[src/include/enc_pkg.sv]
`default_nettype none
package enc_pkg;
	// Register indices; the byte address of each is four times its index
	localparam logic [11:0] IDX_CONTROL  = 12'h122;
	localparam logic [11:0] IDX_FILTER   = 12'h124;
	localparam logic [11:0] IDX_POSITION = 12'h126;
	localparam logic [11:0] IDX_MAXIMUM  = 12'h128;
	localparam logic [11:0] IDX_IRQ_FLAG = 12'h12A;

	// encoder_control_register fields
	localparam int CTRL_ERR_BIT    = 15;
	localparam int CTRL_IDXST_BIT  = 12;
	localparam int CTRL_DIR_BIT    = 11;
	localparam int CTRL_MODE_LSB   = 8;
	localparam int CTRL_INDEX_RESET_ENABLE_BIT = 2;
	localparam int CTRL_DSRC_BIT   = 0;

	// filter_control_register fields
	localparam int FLT_IMV_LSB   = 9;
	localparam int FLT_COUNT_ERROR_IRQ_DISABLE_BIT  = 8;
	localparam int FLT_OUTEN_BIT = 7;
	localparam int FLT_DIV_LSB   = 4;

	localparam logic [15:0] CONTROL_RESET  = 16'h0000;
	localparam logic [15:0] FILTER_RESET   = 16'h0000;
	localparam logic [15:0] POSITION_RESET = 16'h0000;
	localparam logic [15:0] MAXIMUM_RESET  = 16'hFFFF;

	// encoder_mode_field encodings
	localparam logic [2:0] MODE_OFF      = 3'h0;
	localparam logic [2:0] MODE_TIMER    = 3'h1;
	localparam logic [2:0] MODE_X2_INDEX = 3'h4;
	localparam logic [2:0] MODE_X2_MAX   = 3'h5;
	localparam logic [2:0] MODE_X4_INDEX = 3'h6;
	localparam logic [2:0] MODE_X4_MAX   = 3'h7;
endpackage
`default_nettype wire

[src/hw/quad_encoder.sv]
// Functional notes
// - Phase A leading B means forward direction, lagging means reverse.
// - In modes 110 and 100, reaching max+1 or 0xFFFF sets count error and interrupt.
// - The count error interrupt disable bit suppresses the count error interrupt.
// - After a count error counting continues; natural rollover raises no interrupt.
// - Count error flag is read/write and stays set until software clears it.
// - In index modes, index reset enable set resets count on index; else wraps.
// - x4: index match needs B equal to upper and A to lower match bit.
// - x2: upper match bit picks phase, lower bit gives its required level.
// - Index modes interrupt on index detection, not on counter overflow.
// - Decoded direction drives an output pin and control bit 11, which software can write in timer mode.
// - Modes 100/101 count both edges of phase A only; B sets direction.
// - Mode 100 resets on index, mode 101 on maximum count match.
// - Modes 110/111 count every edge of both phases, except an A and a B edge in the same cycle.
// - Mode 110 resets on index, mode 111 on maximum count match.
// - Filter output changes only after three equal consecutive samples.
// - Filter sample clock divides the system clock by two to the power of the three-bit divide field.
// - Filtered inputs used only when filter output enable is 1; off after reset.
// - Timer mode 001 clocks the 16-bit timer from phase A.
// - Timer uses position count as count, maximum count as period; match sets flag.
// - Changing mode leaves the shared count register unchanged.
// - Timer direction from phase B if source bit set, else from direction bit.
// - External timer clock is always synchronised before counting.
// - Rollover in modes 101/111, qualified index, count error unless its interrupt is disabled, or period match set the sticky flag.
`default_nettype none
module quad_encoder
	import enc_pkg::*;
(
	input  wire logic        sys_clk_in,
	input  wire logic        rst_in,
	input  wire logic        psel_in,
	input  wire logic        penable_in,
	input  wire logic        pwrite_in,
	input  wire logic [15:0] paddr_in,
	input  wire logic [31:0] pwdata_in,
	output logic      [31:0] prdata_out,
	output logic             pready_out,
	output logic             pslverr_out,
	input  wire logic        phase_a_input_in,
	input  wire logic        phase_b_input_in,
	input  wire logic        index_input_in,
	output logic             count_direction_out,
	output logic             module_interrupt_flag_out,
	output logic             count_error_flag_out
);
	logic [2:0]  s1_reg, s2_reg, s3_reg, clean_reg, h1_reg, h2_reg, filt_reg, prev_reg;
	logic [7:0]  div_cnt_reg;
	logic [15:0] pos_reg, max_reg;
	logic [2:0]  mode_reg, fdiv_reg;
	logic [1:0]  imv_reg;
	logic        index_reset_enable_reg, dsrc_reg, count_error_flag_reg, dir_reg, irq_reg;
	logic        count_error_irq_disable_reg, fen_reg, pready_reg, pslverr_reg;
	logic [31:0] prdata_reg;

	// Bus decode
	wire logic        setup    = psel_in & ~penable_in;
	wire logic        wr       = psel_in & penable_in & pready_reg & pwrite_in;
	wire logic        hit_ctrl = paddr_in == {2'b00, IDX_CONTROL, 2'b00};
	wire logic        hit_flt  = paddr_in == {2'b00, IDX_FILTER, 2'b00};
	wire logic        hit_pos  = paddr_in == {2'b00, IDX_POSITION, 2'b00};
	wire logic        hit_max  = paddr_in == {2'b00, IDX_MAXIMUM, 2'b00};
	wire logic        hit_flag = paddr_in == {2'b00, IDX_IRQ_FLAG, 2'b00};
	wire logic        mapped   = hit_ctrl | hit_flt | hit_pos | hit_max | hit_flag;
	wire logic        wr_ctrl  = wr & hit_ctrl;
	wire logic        wr_flt   = wr & hit_flt;
	wire logic        wr_pos   = wr & hit_pos;
	wire logic        wr_max   = wr & hit_max;
	wire logic        wr_flag  = wr & hit_flag;

	// Input conditioning: sync, then optional three-sample filter
	wire logic [2:0]  pins      = {index_input_in, phase_b_input_in, phase_a_input_in};
	wire logic [2:0]  clean_nxt = (s2_reg & s3_reg) | (clean_reg & (s2_reg | s3_reg));
	wire logic [7:0]  div_limit = 8'((9'h001 << fdiv_reg) - 9'h001);
	// Compare with >= so a smaller divide after a larger one cannot stall the filter clock
	wire logic        tick      = div_cnt_reg >= div_limit;
	wire logic [2:0]  stable    = ~(clean_reg ^ h1_reg) & ~(h1_reg ^ h2_reg);
	wire logic [2:0]  filt_nxt  = (stable & clean_reg) | (~stable & filt_reg);
	wire logic [2:0]  sel       = fen_reg ? filt_reg : clean_reg;
	wire logic        ph_a      = sel[0];
	wire logic        ph_b      = sel[1];
	wire logic        ea        = sel[0] ^ prev_reg[0];
	wire logic        eb        = sel[1] ^ prev_reg[1];

	// Mode decode
	wire logic        is_x2    = (mode_reg == MODE_X2_INDEX) | (mode_reg == MODE_X2_MAX);
	wire logic        is_x4    = (mode_reg == MODE_X4_INDEX) | (mode_reg == MODE_X4_MAX);
	wire logic        idx_mode = (mode_reg == MODE_X2_INDEX) | (mode_reg == MODE_X4_INDEX);
	wire logic        max_mode = (mode_reg == MODE_X2_MAX) | (mode_reg == MODE_X4_MAX);
	wire logic        tmr      = mode_reg == MODE_TIMER;

	// Direction and count steps
	wire logic        enc_step = is_x2 ? ea : (is_x4 & (ea ^ eb));
	wire logic        enc_up   = ea ? (ph_a ^ ph_b) : ~(ph_a ^ ph_b);
	wire logic        tmr_step = tmr & ea & ph_a;
	wire logic        tmr_up   = dsrc_reg ? ph_b : dir_reg;
	wire logic        step     = enc_step | tmr_step;
	wire logic        up       = tmr ? tmr_up : enc_up;

	// Index qualification
	wire logic        idx_match = is_x4 ? (ph_b == imv_reg[1] && ph_a == imv_reg[0])
		: ((imv_reg[1] ? ph_b : ph_a) == imv_reg[0]);
	wire logic        idx_qual  = idx_mode & sel[2] & ~prev_reg[2] & idx_match;

	wire logic        at_top   = pos_reg == max_reg;
	wire logic        at_zero  = pos_reg == 16'h0000;
	wire logic        wrap_evt = (max_mode | tmr) & step & (up ? at_top : at_zero);
	// Up from max reaches max+1, down from zero reaches 0xFFFF
	wire logic        err_hit  = idx_mode & step & (up ? at_top : at_zero);
	// Natural rollover in index modes is deliberately absent from the set terms
	wire logic        irq_set  = wrap_evt | idx_qual | (err_hit & ~count_error_irq_disable_reg);

	logic [15:0] pos_next;
	always_comb begin
		// Mode changes never touch the count, so no mode term appears here
		if (wr_pos)
			pos_next = pwdata_in[15:0];
		else if (idx_qual & index_reset_enable_reg)
			pos_next = 16'h0000;
		else if (wrap_evt)
			pos_next = up ? 16'h0000 : max_reg;
		else if (step)
			pos_next = up ? pos_reg + 16'h0001 : pos_reg - 16'h0001;
		else
			pos_next = pos_reg;
	end

	// Hardware set wins over a software clear
	wire logic        count_error_flag_next = err_hit | (wr_ctrl ? pwdata_in[CTRL_ERR_BIT] : count_error_flag_reg);
	wire logic        irq_next    = irq_set | (irq_reg & ~(wr_flag & ~pwdata_in[0]));
	wire logic        dir_next    = tmr ? (wr_ctrl ? pwdata_in[CTRL_DIR_BIT] : dir_reg)
		: (enc_step ? enc_up : dir_reg);

	wire logic [15:0] ctrl_word = {count_error_flag_reg, 2'b00, sel[2], dir_reg, mode_reg, 5'b00000,
		index_reset_enable_reg, 1'b0, dsrc_reg};
	wire logic [15:0] flt_word  = {5'b00000, imv_reg, count_error_irq_disable_reg, fen_reg, fdiv_reg, 4'b0000};
	wire logic [15:0] rd_word   = hit_ctrl ? ctrl_word : hit_flt ? flt_word
		: hit_pos ? pos_reg : hit_max ? max_reg : {15'h0000, irq_reg};

	always_ff @(posedge sys_clk_in or posedge rst_in) begin
		if (rst_in) begin
			s1_reg      <= 3'h0;
			s2_reg      <= 3'h0;
			s3_reg      <= 3'h0;
			clean_reg   <= 3'h0;
			h1_reg      <= 3'h0;
			h2_reg      <= 3'h0;
			filt_reg    <= 3'h0;
			prev_reg    <= 3'h0;
			div_cnt_reg <= 8'h00;
		end else begin
			s1_reg      <= pins;
			s2_reg      <= s1_reg;
			s3_reg      <= s2_reg;
			clean_reg   <= clean_nxt;
			prev_reg    <= sel;
			div_cnt_reg <= tick ? 8'h00 : div_cnt_reg + 8'h01;
			if (tick) begin
				h1_reg   <= clean_reg;
				h2_reg   <= h1_reg;
				filt_reg <= filt_nxt;
			end
		end
	end

	always_ff @(posedge sys_clk_in or posedge rst_in) begin
		if (rst_in) begin
			mode_reg   <= CONTROL_RESET[CTRL_MODE_LSB +: 3];
			index_reset_enable_reg <= CONTROL_RESET[CTRL_INDEX_RESET_ENABLE_BIT];
			dsrc_reg   <= CONTROL_RESET[CTRL_DSRC_BIT];
			count_error_flag_reg <= CONTROL_RESET[CTRL_ERR_BIT];
			dir_reg    <= CONTROL_RESET[CTRL_DIR_BIT];
			imv_reg    <= FILTER_RESET[FLT_IMV_LSB +: 2];
			count_error_irq_disable_reg   <= FILTER_RESET[FLT_COUNT_ERROR_IRQ_DISABLE_BIT];
			fen_reg    <= FILTER_RESET[FLT_OUTEN_BIT];
			fdiv_reg   <= FILTER_RESET[FLT_DIV_LSB +: 3];
			pos_reg    <= POSITION_RESET;
			max_reg    <= MAXIMUM_RESET;
			irq_reg    <= 1'b0;
		end else begin
			count_error_flag_reg <= count_error_flag_next;
			dir_reg    <= dir_next;
			pos_reg    <= pos_next;
			irq_reg    <= irq_next;
			if (wr_ctrl) begin
				mode_reg   <= pwdata_in[CTRL_MODE_LSB +: 3];
				index_reset_enable_reg <= pwdata_in[CTRL_INDEX_RESET_ENABLE_BIT];
				dsrc_reg   <= pwdata_in[CTRL_DSRC_BIT];
			end
			if (wr_flt) begin
				imv_reg  <= pwdata_in[FLT_IMV_LSB +: 2];
				count_error_irq_disable_reg <= pwdata_in[FLT_COUNT_ERROR_IRQ_DISABLE_BIT];
				fen_reg  <= pwdata_in[FLT_OUTEN_BIT];
				fdiv_reg <= pwdata_in[FLT_DIV_LSB +: 3];
			end
			if (wr_max)
				max_reg <= pwdata_in[15:0];
		end
	end

	// Zero-wait slave: read data is captured in the setup cycle
	always_ff @(posedge sys_clk_in or posedge rst_in) begin
		if (rst_in) begin
			pready_reg  <= 1'b0;
			pslverr_reg <= 1'b0;
			prdata_reg  <= 32'h00000000;
		end else begin
			pready_reg  <= setup;
			pslverr_reg <= setup & ~mapped;
			if (setup)
				prdata_reg <= {16'h0000, mapped ? rd_word : 16'h0000};
		end
	end

	assign prdata_out                = prdata_reg;
	assign pready_out                = pready_reg;
	assign pslverr_out               = pslverr_reg;
	assign count_direction_out       = dir_reg;
	assign module_interrupt_flag_out = irq_reg;
	assign count_error_flag_out      = count_error_flag_reg;
endmodule
`default_nettype wire

[config.mk]
export PLATFORM = sky130hd
export DESIGN_NAME = quad_encoder
export DESIGN_NICKNAME = d
export VERILOG_FILES = /design/src/include/enc_pkg.sv /design/src/hw/quad_encoder.sv
export SDC_FILE = /design/constraint.sdc
export NUM_CORES = 1
export LEC_CHECK = 0
export ABC_AREA = 1
export BUFFER_PORTS_ARGS = -buffer_cell sky130_fd_sc_hd__buf_2
export CAP_MARGIN = 10
export CORE_UTILIZATION = 47
export DETAILED_ROUTE_END_ITERATION = 16
export PLACE_DENSITY = 0.72
export SYNTH_ARGS = -nofsm -noshare
export SYNTH_HDL_FRONTEND = slang
export SYNTH_SLANG_ARGS = --single-unit
[constraint.sdc]
create_clock -name sys_clk_in -period 4.49 [get_ports sys_clk_in]
set_input_delay 1.1225 -clock sys_clk_in [delete_from_list [all_inputs] [get_ports sys_clk_in]]
set_output_delay 1.1225 -clock sys_clk_in [all_outputs]
set_load 0.1 [all_outputs]
# Yosys cells after proc, flatten, opt, wreduce, memory -nomap -nowiden
# Index checks and enable logic that the tools add are counted.
[totals]
regBits = 97
in_bits = 56
[classes]
muxes = 24
addsub = 4
shifts = 1
n_reduce_logical = 5
bitwise_logic = 62
eq_ne = 15
magnitude_cmp = 1
[op_table]
columns = ["op", "n"]
rows = [
  ["16-bit two-way mux", 11],
  ["16-bit by 11-bit == test with 1-bit output (second input constant)", 5],
  ["1-bit AND", 24],
  ["16-bit by 1-bit adder with 16-bit output (second input constant)", 1],
  ["16-bit == test", 1],
  ["16-bit logical NOT", 1],
  ["16-bit by 1-bit subtractor with 16-bit output (second input constant)", 1],
  ["3-bit AND", 5],
  ["1-bit bitwise OR", 14],
  ["3-bit == test (second input constant)", 4],
  ["1-bit two-way mux", 11],
  ["3-bit inverter", 3],
  ["3-bit bitwise OR", 3],
  ["8-bit by 1-bit adder with 8-bit output (second input constant)", 1],
  ["8-bit greater-or-equal comparator", 1],
  ["8-bit two-way mux", 1],
  ["1-bit by 3-bit left shift with 8-bit output (first input constant)", 1],
  ["8-bit by 1-bit subtractor with 8-bit output (second input constant)", 1],
  ["1-bit inverter", 7],
  ["3-bit bitwise XOR", 2],
  ["4-bit nonzero test", 1],
  ["1-bit bitwise XOR", 4],
  ["1-bit == test", 3],
  ["3-bit by 1-bit == test with 1-bit output (second input constant)", 1],
  ["5 further kinds", 5],
]

# Depth between registers and ports, before layout
[depth]
ltp_word = 11
ltp_mapped = 22
ltp_nobuf = 21

# Worst setup path after synthesis
# OpenSTA, ideal clock, no wires.
[synth_timing]
path_kind = "reg2reg"
start = "reg dir_reg (netlist: count_direction_out)"
end = "reg pos_reg[10]"
stages_incl_launch_ff = 17
path_slack_ns = 1.467
setup_time_ns = 0.121
arrival_time_ns = 2.902
required_ns = 4.369
path_buffers = 1
cell_sequence = "dfrtp_1 -> inv_1 -> a21oi_1 -> nand2_1 -> nand2_4 -> inv_4 -> buf_2 -> fa_1 -> nand3_1 -> nand2_1 -> nand2_1 -> nand2_1 -> a21oi_1 -> xor2_1 -> nand2_1 -> nand3_1 -> a21oi_1"
[synth_via]
elab_chain_cells = 7
word_cells_on_any_way = 11
cone_classes = "9 x mux; 1 x bitwise; 1 x reduce/logical"
[synth_rtl]
columns = ["element", "line_no", "source"]
rows = [
  ["start, declared", "quad_encoder.sv:51", "logic index_reset_enable_reg, dsrc_reg, count_error_flag_reg, dir_reg, irq_reg;"],
  ["start signal, assigned", "quad_encoder.sv:171", "dir_reg <= CONTROL_RESET[CTRL_DIR_BIT];"],
  ["start signal, assigned", "quad_encoder.sv:181", "dir_reg <= dir_next;"],
  ["1-bit two-way mux *", "quad_encoder.sv:95", "wire logic tmr_up = dsrc_reg ? ph_b : dir_reg;"],
  ["1-bit two-way mux *", "quad_encoder.sv:97", "wire logic up = tmr ? tmr_up : enc_up;"],
  ["16-bit two-way mux or 1-bit two-way mux (tied branches)", "quad_encoder.sv:122, quad_encoder.sv:106", ""],
  ["16-bit two-way mux or 1-bit AND (tied branches)", "quad_encoder.sv:121, quad_encoder.sv:106", ""],
  ["16-bit two-way mux", "quad_encoder.sv:119", "else if (wrap_evt)"],
  ["16-bit two-way mux", "quad_encoder.sv:117", "else if (idx_qual & index_reset_enable_reg)"],
  ["16-bit two-way mux", "quad_encoder.sv:115", "if (wr_pos)"],
  ["end signal, assigned", "quad_encoder.sv:182", "pos_reg <= pos_next;"],
  ["end, declared", "quad_encoder.sv:48", "logic [15:0] pos_reg, max_reg;"],
]
# Mark *: on every way between the ends. The rest lies on a longest branch, timed or not. The select of a mux whose other input is x is not followed.
# A chain may end at the register's enable or synchronous reset.

# Final worst setup path
[layout_timing]
start = "in paddr_in[6]"
end = "reg pos_reg[14]"
[layout_via]
elab_chain_cells = 3
word_cells_on_any_way = 4
cone_classes = "1 x eq/ne; 1 x mux; 1 x bitwise; 1 x reduce/logical"
[layout_rtl]
columns = ["element", "line_no", "source"]
rows = [
  ["start, declared", "quad_encoder.sv:34", "input wire logic [15:0] paddr_in,"],
  ["16-bit by 11-bit == test with 1-bit output *", "quad_encoder.sv:60", "wire logic hit_pos = paddr_in == {2'b00, IDX_POSITION, 2'b00};"],
  ["1-bit AND *", "quad_encoder.sv:66", "wire logic wr_pos = wr & hit_pos;"],
  ["4-bit nonzero test (no line) or 16-bit two-way mux (tied branches)", "-", ""],
]
# Mark *: on every way between the ends. The rest lies on a longest branch, timed or not.

==> flow_summary_export.csv <==
group,metric,value,unit
run_status,outcome,"completed",
cells_and_area,n_antenna_cell,0,
floorplan,die_y,119,um
sta,setup_violations,0,
sta,slew_headroom,31.9,%
pwr,p_leak,3.64,nW
worst_setup_path,worstSetupStartpointType,"input port",
sta,slew_viol_final,0,
logic_synthesis,netlist_area,0.00640,mm^2
place,port-buffer-count,60,
floorplan,rows,42,
routing,drt-vias-per-instance,5.17,
worst_hold_path,hold_end,"s2_reg[0]",
place,place_congestion,0.925,
sta,finalClockSkew,0.00544,ns
cells_and_area,fillerInstances,1321,
cells_and_area,syn2layout_area_growth,10.7,%
clock_network,clockBufferDepth,2,
routing,wl_per_cell,14.0,um
place,dp_hpwl,11.7,mm
clock_network,root_buffer,"clkbuf_16",
worst_setup_path,crit_type,"input port to flop",
pwr,powerDensity,488,mW/mm^2
run,drv_cap,0,
logic_synthesis,yosysTopAreaCell,"dfrtp_1",
grt,grt-ovfl-total,0,
logic_synthesis,synth_cells,896,
sta,timing.setup.tns,0,ns
worst_setup_path,r2r-end,"pos_reg[15]",
grt,track_usage,23.5,%
clock_network,cts-htree-levels,3,
floorplan,ioPinCount,93,
clock_network,post_cts_buffers,0,
sta,finalCritPeriodShare,68.3,%
logic_synthesis,async_flop_share,100,%
worst_setup_path,r2r_slack,1.49,ns
logic_synthesis,ys_top_cells_by_count,"289 x nand2_1, 118 x inv_1, 81 x dfrtp_1",
routing,drt-total-wl,15.9,mm
clock_network,cts_tree,"done",
worst_setup_path,worstPathRequired,4.73,ns
cells_and_area,drive_gt1_share,13.3,%
routing,drtAntennaViolNets,0,
cells_and_area,utilization,53.6,%
sta,hold_viol,0,
clock_network,cts_resized,0,
worst_setup_path,worstSetupEndpointType,"flop",
floorplan,die_area,0.0141,mm^2
logic_synthesis,synth-seq-area-share,38.2,%
logic_synthesis,ys_warn_count,0,
pwr,peakVddDrop,190,uV
clock_network,ctsHoldBuffers,0,
sta,max_freq,0.326,GHz
routing,drtIter0Drc,398,
logic_synthesis,synthTopCellsByArea,"dfrtp_1 32%, nand2_1 17%, inv_1 6.9%, dfstp_2 6.6%, ha_1 4.9%",
logic_synthesis,synth.most_common_cell,"nand2_1",
sta,tightest_slew,1.02,ns
clock_network,insertion_delay,0.35,ns
logic_synthesis,synth_top_cell_area_share,31.7,%
sta,holdWs,0.350,ns
routing,drc,0,
grt,grt_pass1_vias,5507,
clock_network,clkTransAtPathRegs,0.07,ns
worst_setup_path,reg2reg_depth,19,
clock_network,clkSinkCount,97,
sta,rsz0062_at_grt,"no",
worst_setup_path,cp_max_fo,32,
cells_and_area,finalNetCount,1033,
routing,routed-via-count,5857,
worst_hold_path,hold_depth,0,
logic_synthesis,syn_avg_cell_area,7.15,um^2
floorplan,start_util,48.4,%
routing,firstDrtPassIters,5,
logic_synthesis,synth_seq_cells,97,
logic_synthesis,synth_flop_cell,"dfrtp_1",
worst_setup_path,cp.arrival,3.30,ns
grt,grt_max_degree,47,
grt,grt_first_pass_wirelength,26.4,mm
logic_synthesis,synth.distinct_cells,44,
floorplan,die_w,119,um
logic_synthesis,synth_edf_count,0,
worst_hold_path,min_path_type,"flop to flop",
worst_hold_path,hold_start,"s1_reg[0]",
grt,antenna_found_initial,0,
floorplan,core_area,0.0132,mm^2
clock_network,cts_made_buffers,9,
worst_setup_path,r2r-start,"fen_reg",
sta,finalCriticalPeriod,3.06,ns
layout by cell type, fill, tap and decap left out, drive strengths merged:
| cell | synthesis | layout |
|---|---|---|
| nor2 | 60 | 60 |
| o21bai | 3 | 3 |
| xnor2 | 6 | 6 |
| dfstp | 16 | 16 |
| xor2 | 6 | 6 |
| conb | 2 | 17 |
| a21oi | 43 | 43 |
| a22oi | 4 | 4 |
| buf | 26 | 64 |
| ha | 25 | 25 |
| o31ai | 1 | 1 |
| inv | 122 | 127 |
| o22ai | 2 | 2 |
| maj3 | 3 | 3 |
| o2111ai | 1 | 1 |
| o221ai | 3 | 3 |
| and2 | 1 | 1 |
| nand4 | 27 | 27 |
| nand3b | 5 | 5 |
| o211ai | 4 | 4 |
| nand3 | 63 | 63 |
| mux2 | 5 | 5 |
| clkinvlp | 0 | 2 |
| o21ai | 62 | 62 |
| nor3b | 2 | 2 |
| fa | 1 | 1 |
| nor4 | 1 | 1 |
| nor3 | 10 | 10 |
| nand2 | 298 | 298 |
| dfrtp | 81 | 81 |
| a31oi | 2 | 2 |
| clkbuf | 9 | 9 |
| and3 | 2 | 2 |
critical path: stages:
cell     delay, ns
buf_2         0.09
nor2_1        0.19
inv_1         0.12
nor3_2        0.23
nand3_2       0.25
nor2_4        0.43
inv_1         0.12
nand3_2       0.47
nand2_1       0.12
inv_1         0.08
a21oi_1       0.06
cell type report:
type | count | area (um^2) | share of cell area, %
flip-flops and latches | 97 | 2450 | 34.5
multi-input cells | 657 | 3340 | 47.1
well taps | 176 | 220 | 3.11
repair buffers | 64 | 330 | 4.66
inverters | 122 | 463 | 6.53
clock buffers | 9 | 225 | 3.18
clock inverters | 7 | 66.3 | 0.935
report_power, final:
part / leakage [nW] / internal, W / total (W) / switching, W
Clock: 0.138 / 0.000392 / 0.000765 / 0.000373
Combinational: 2.33 / 0.000552 / 0.00151 / 0.000953
Sequential: 1.17 / 0.00101 / 0.00119 / 0.000177
routing by layer:
layer,GRT usage [%],share of wire [%]
met1,31.9,47
met2,37.8,45
met3,4.05,6.4
met4,7.67,1.7
met5,0,0
cells by family (layout without fill, tap and decap cells):
kind of cell               after synthesis  count (layout)  synth area share [%]
AOI/OAI and AO/OA                      125             125                  10.8
xor gates and xnor gates                12              12                  1.64
and+or+nand+nor                        469             469                  32.1
DFF                                     97              97                  38.2
buffers and inverters                  157             202                  10.5
other                                    2              17                 0.117
muxes                                    5               5                 0.879
adders and majority gates               29              29                  5.67
through the flow:
step | cell area, um^2 | power [W] | setup slack, ns | instances
2_1_floorplan | 6460 | 0.00237 | 0.860 | 911
3_3_place_gp | 6800 | 0.00266 | 1.18 | 1116
3_5_place_dp | 6800 | 0.00269 | 1.11 | 1116
4_1_cts | 7090 | 0.00346 | 1.45 | 1132
5_1_grt | 7090 | 0.00374 | 1.20 | 1132
6_report | 7090 | 0.00346 | 1.43 | 1132
how the worst max path moves through the flow:
stage                 from                         end
3_5_place_dp   paddr_in[6]                 pos_reg[14]
4_1_cts        paddr_in[6]                 pos_reg[14]
6_report       paddr_in[6]                 pos_reg[14]
5_1_grt        paddr_in[7]                  pos_reg[8]
2_1_floorplan       rst_in  asynchronous set/reset pin
3_3_place_gp   paddr_in[1]                  pos_reg[1]
No activity file was read; power rests on OpenSTA's default activity.
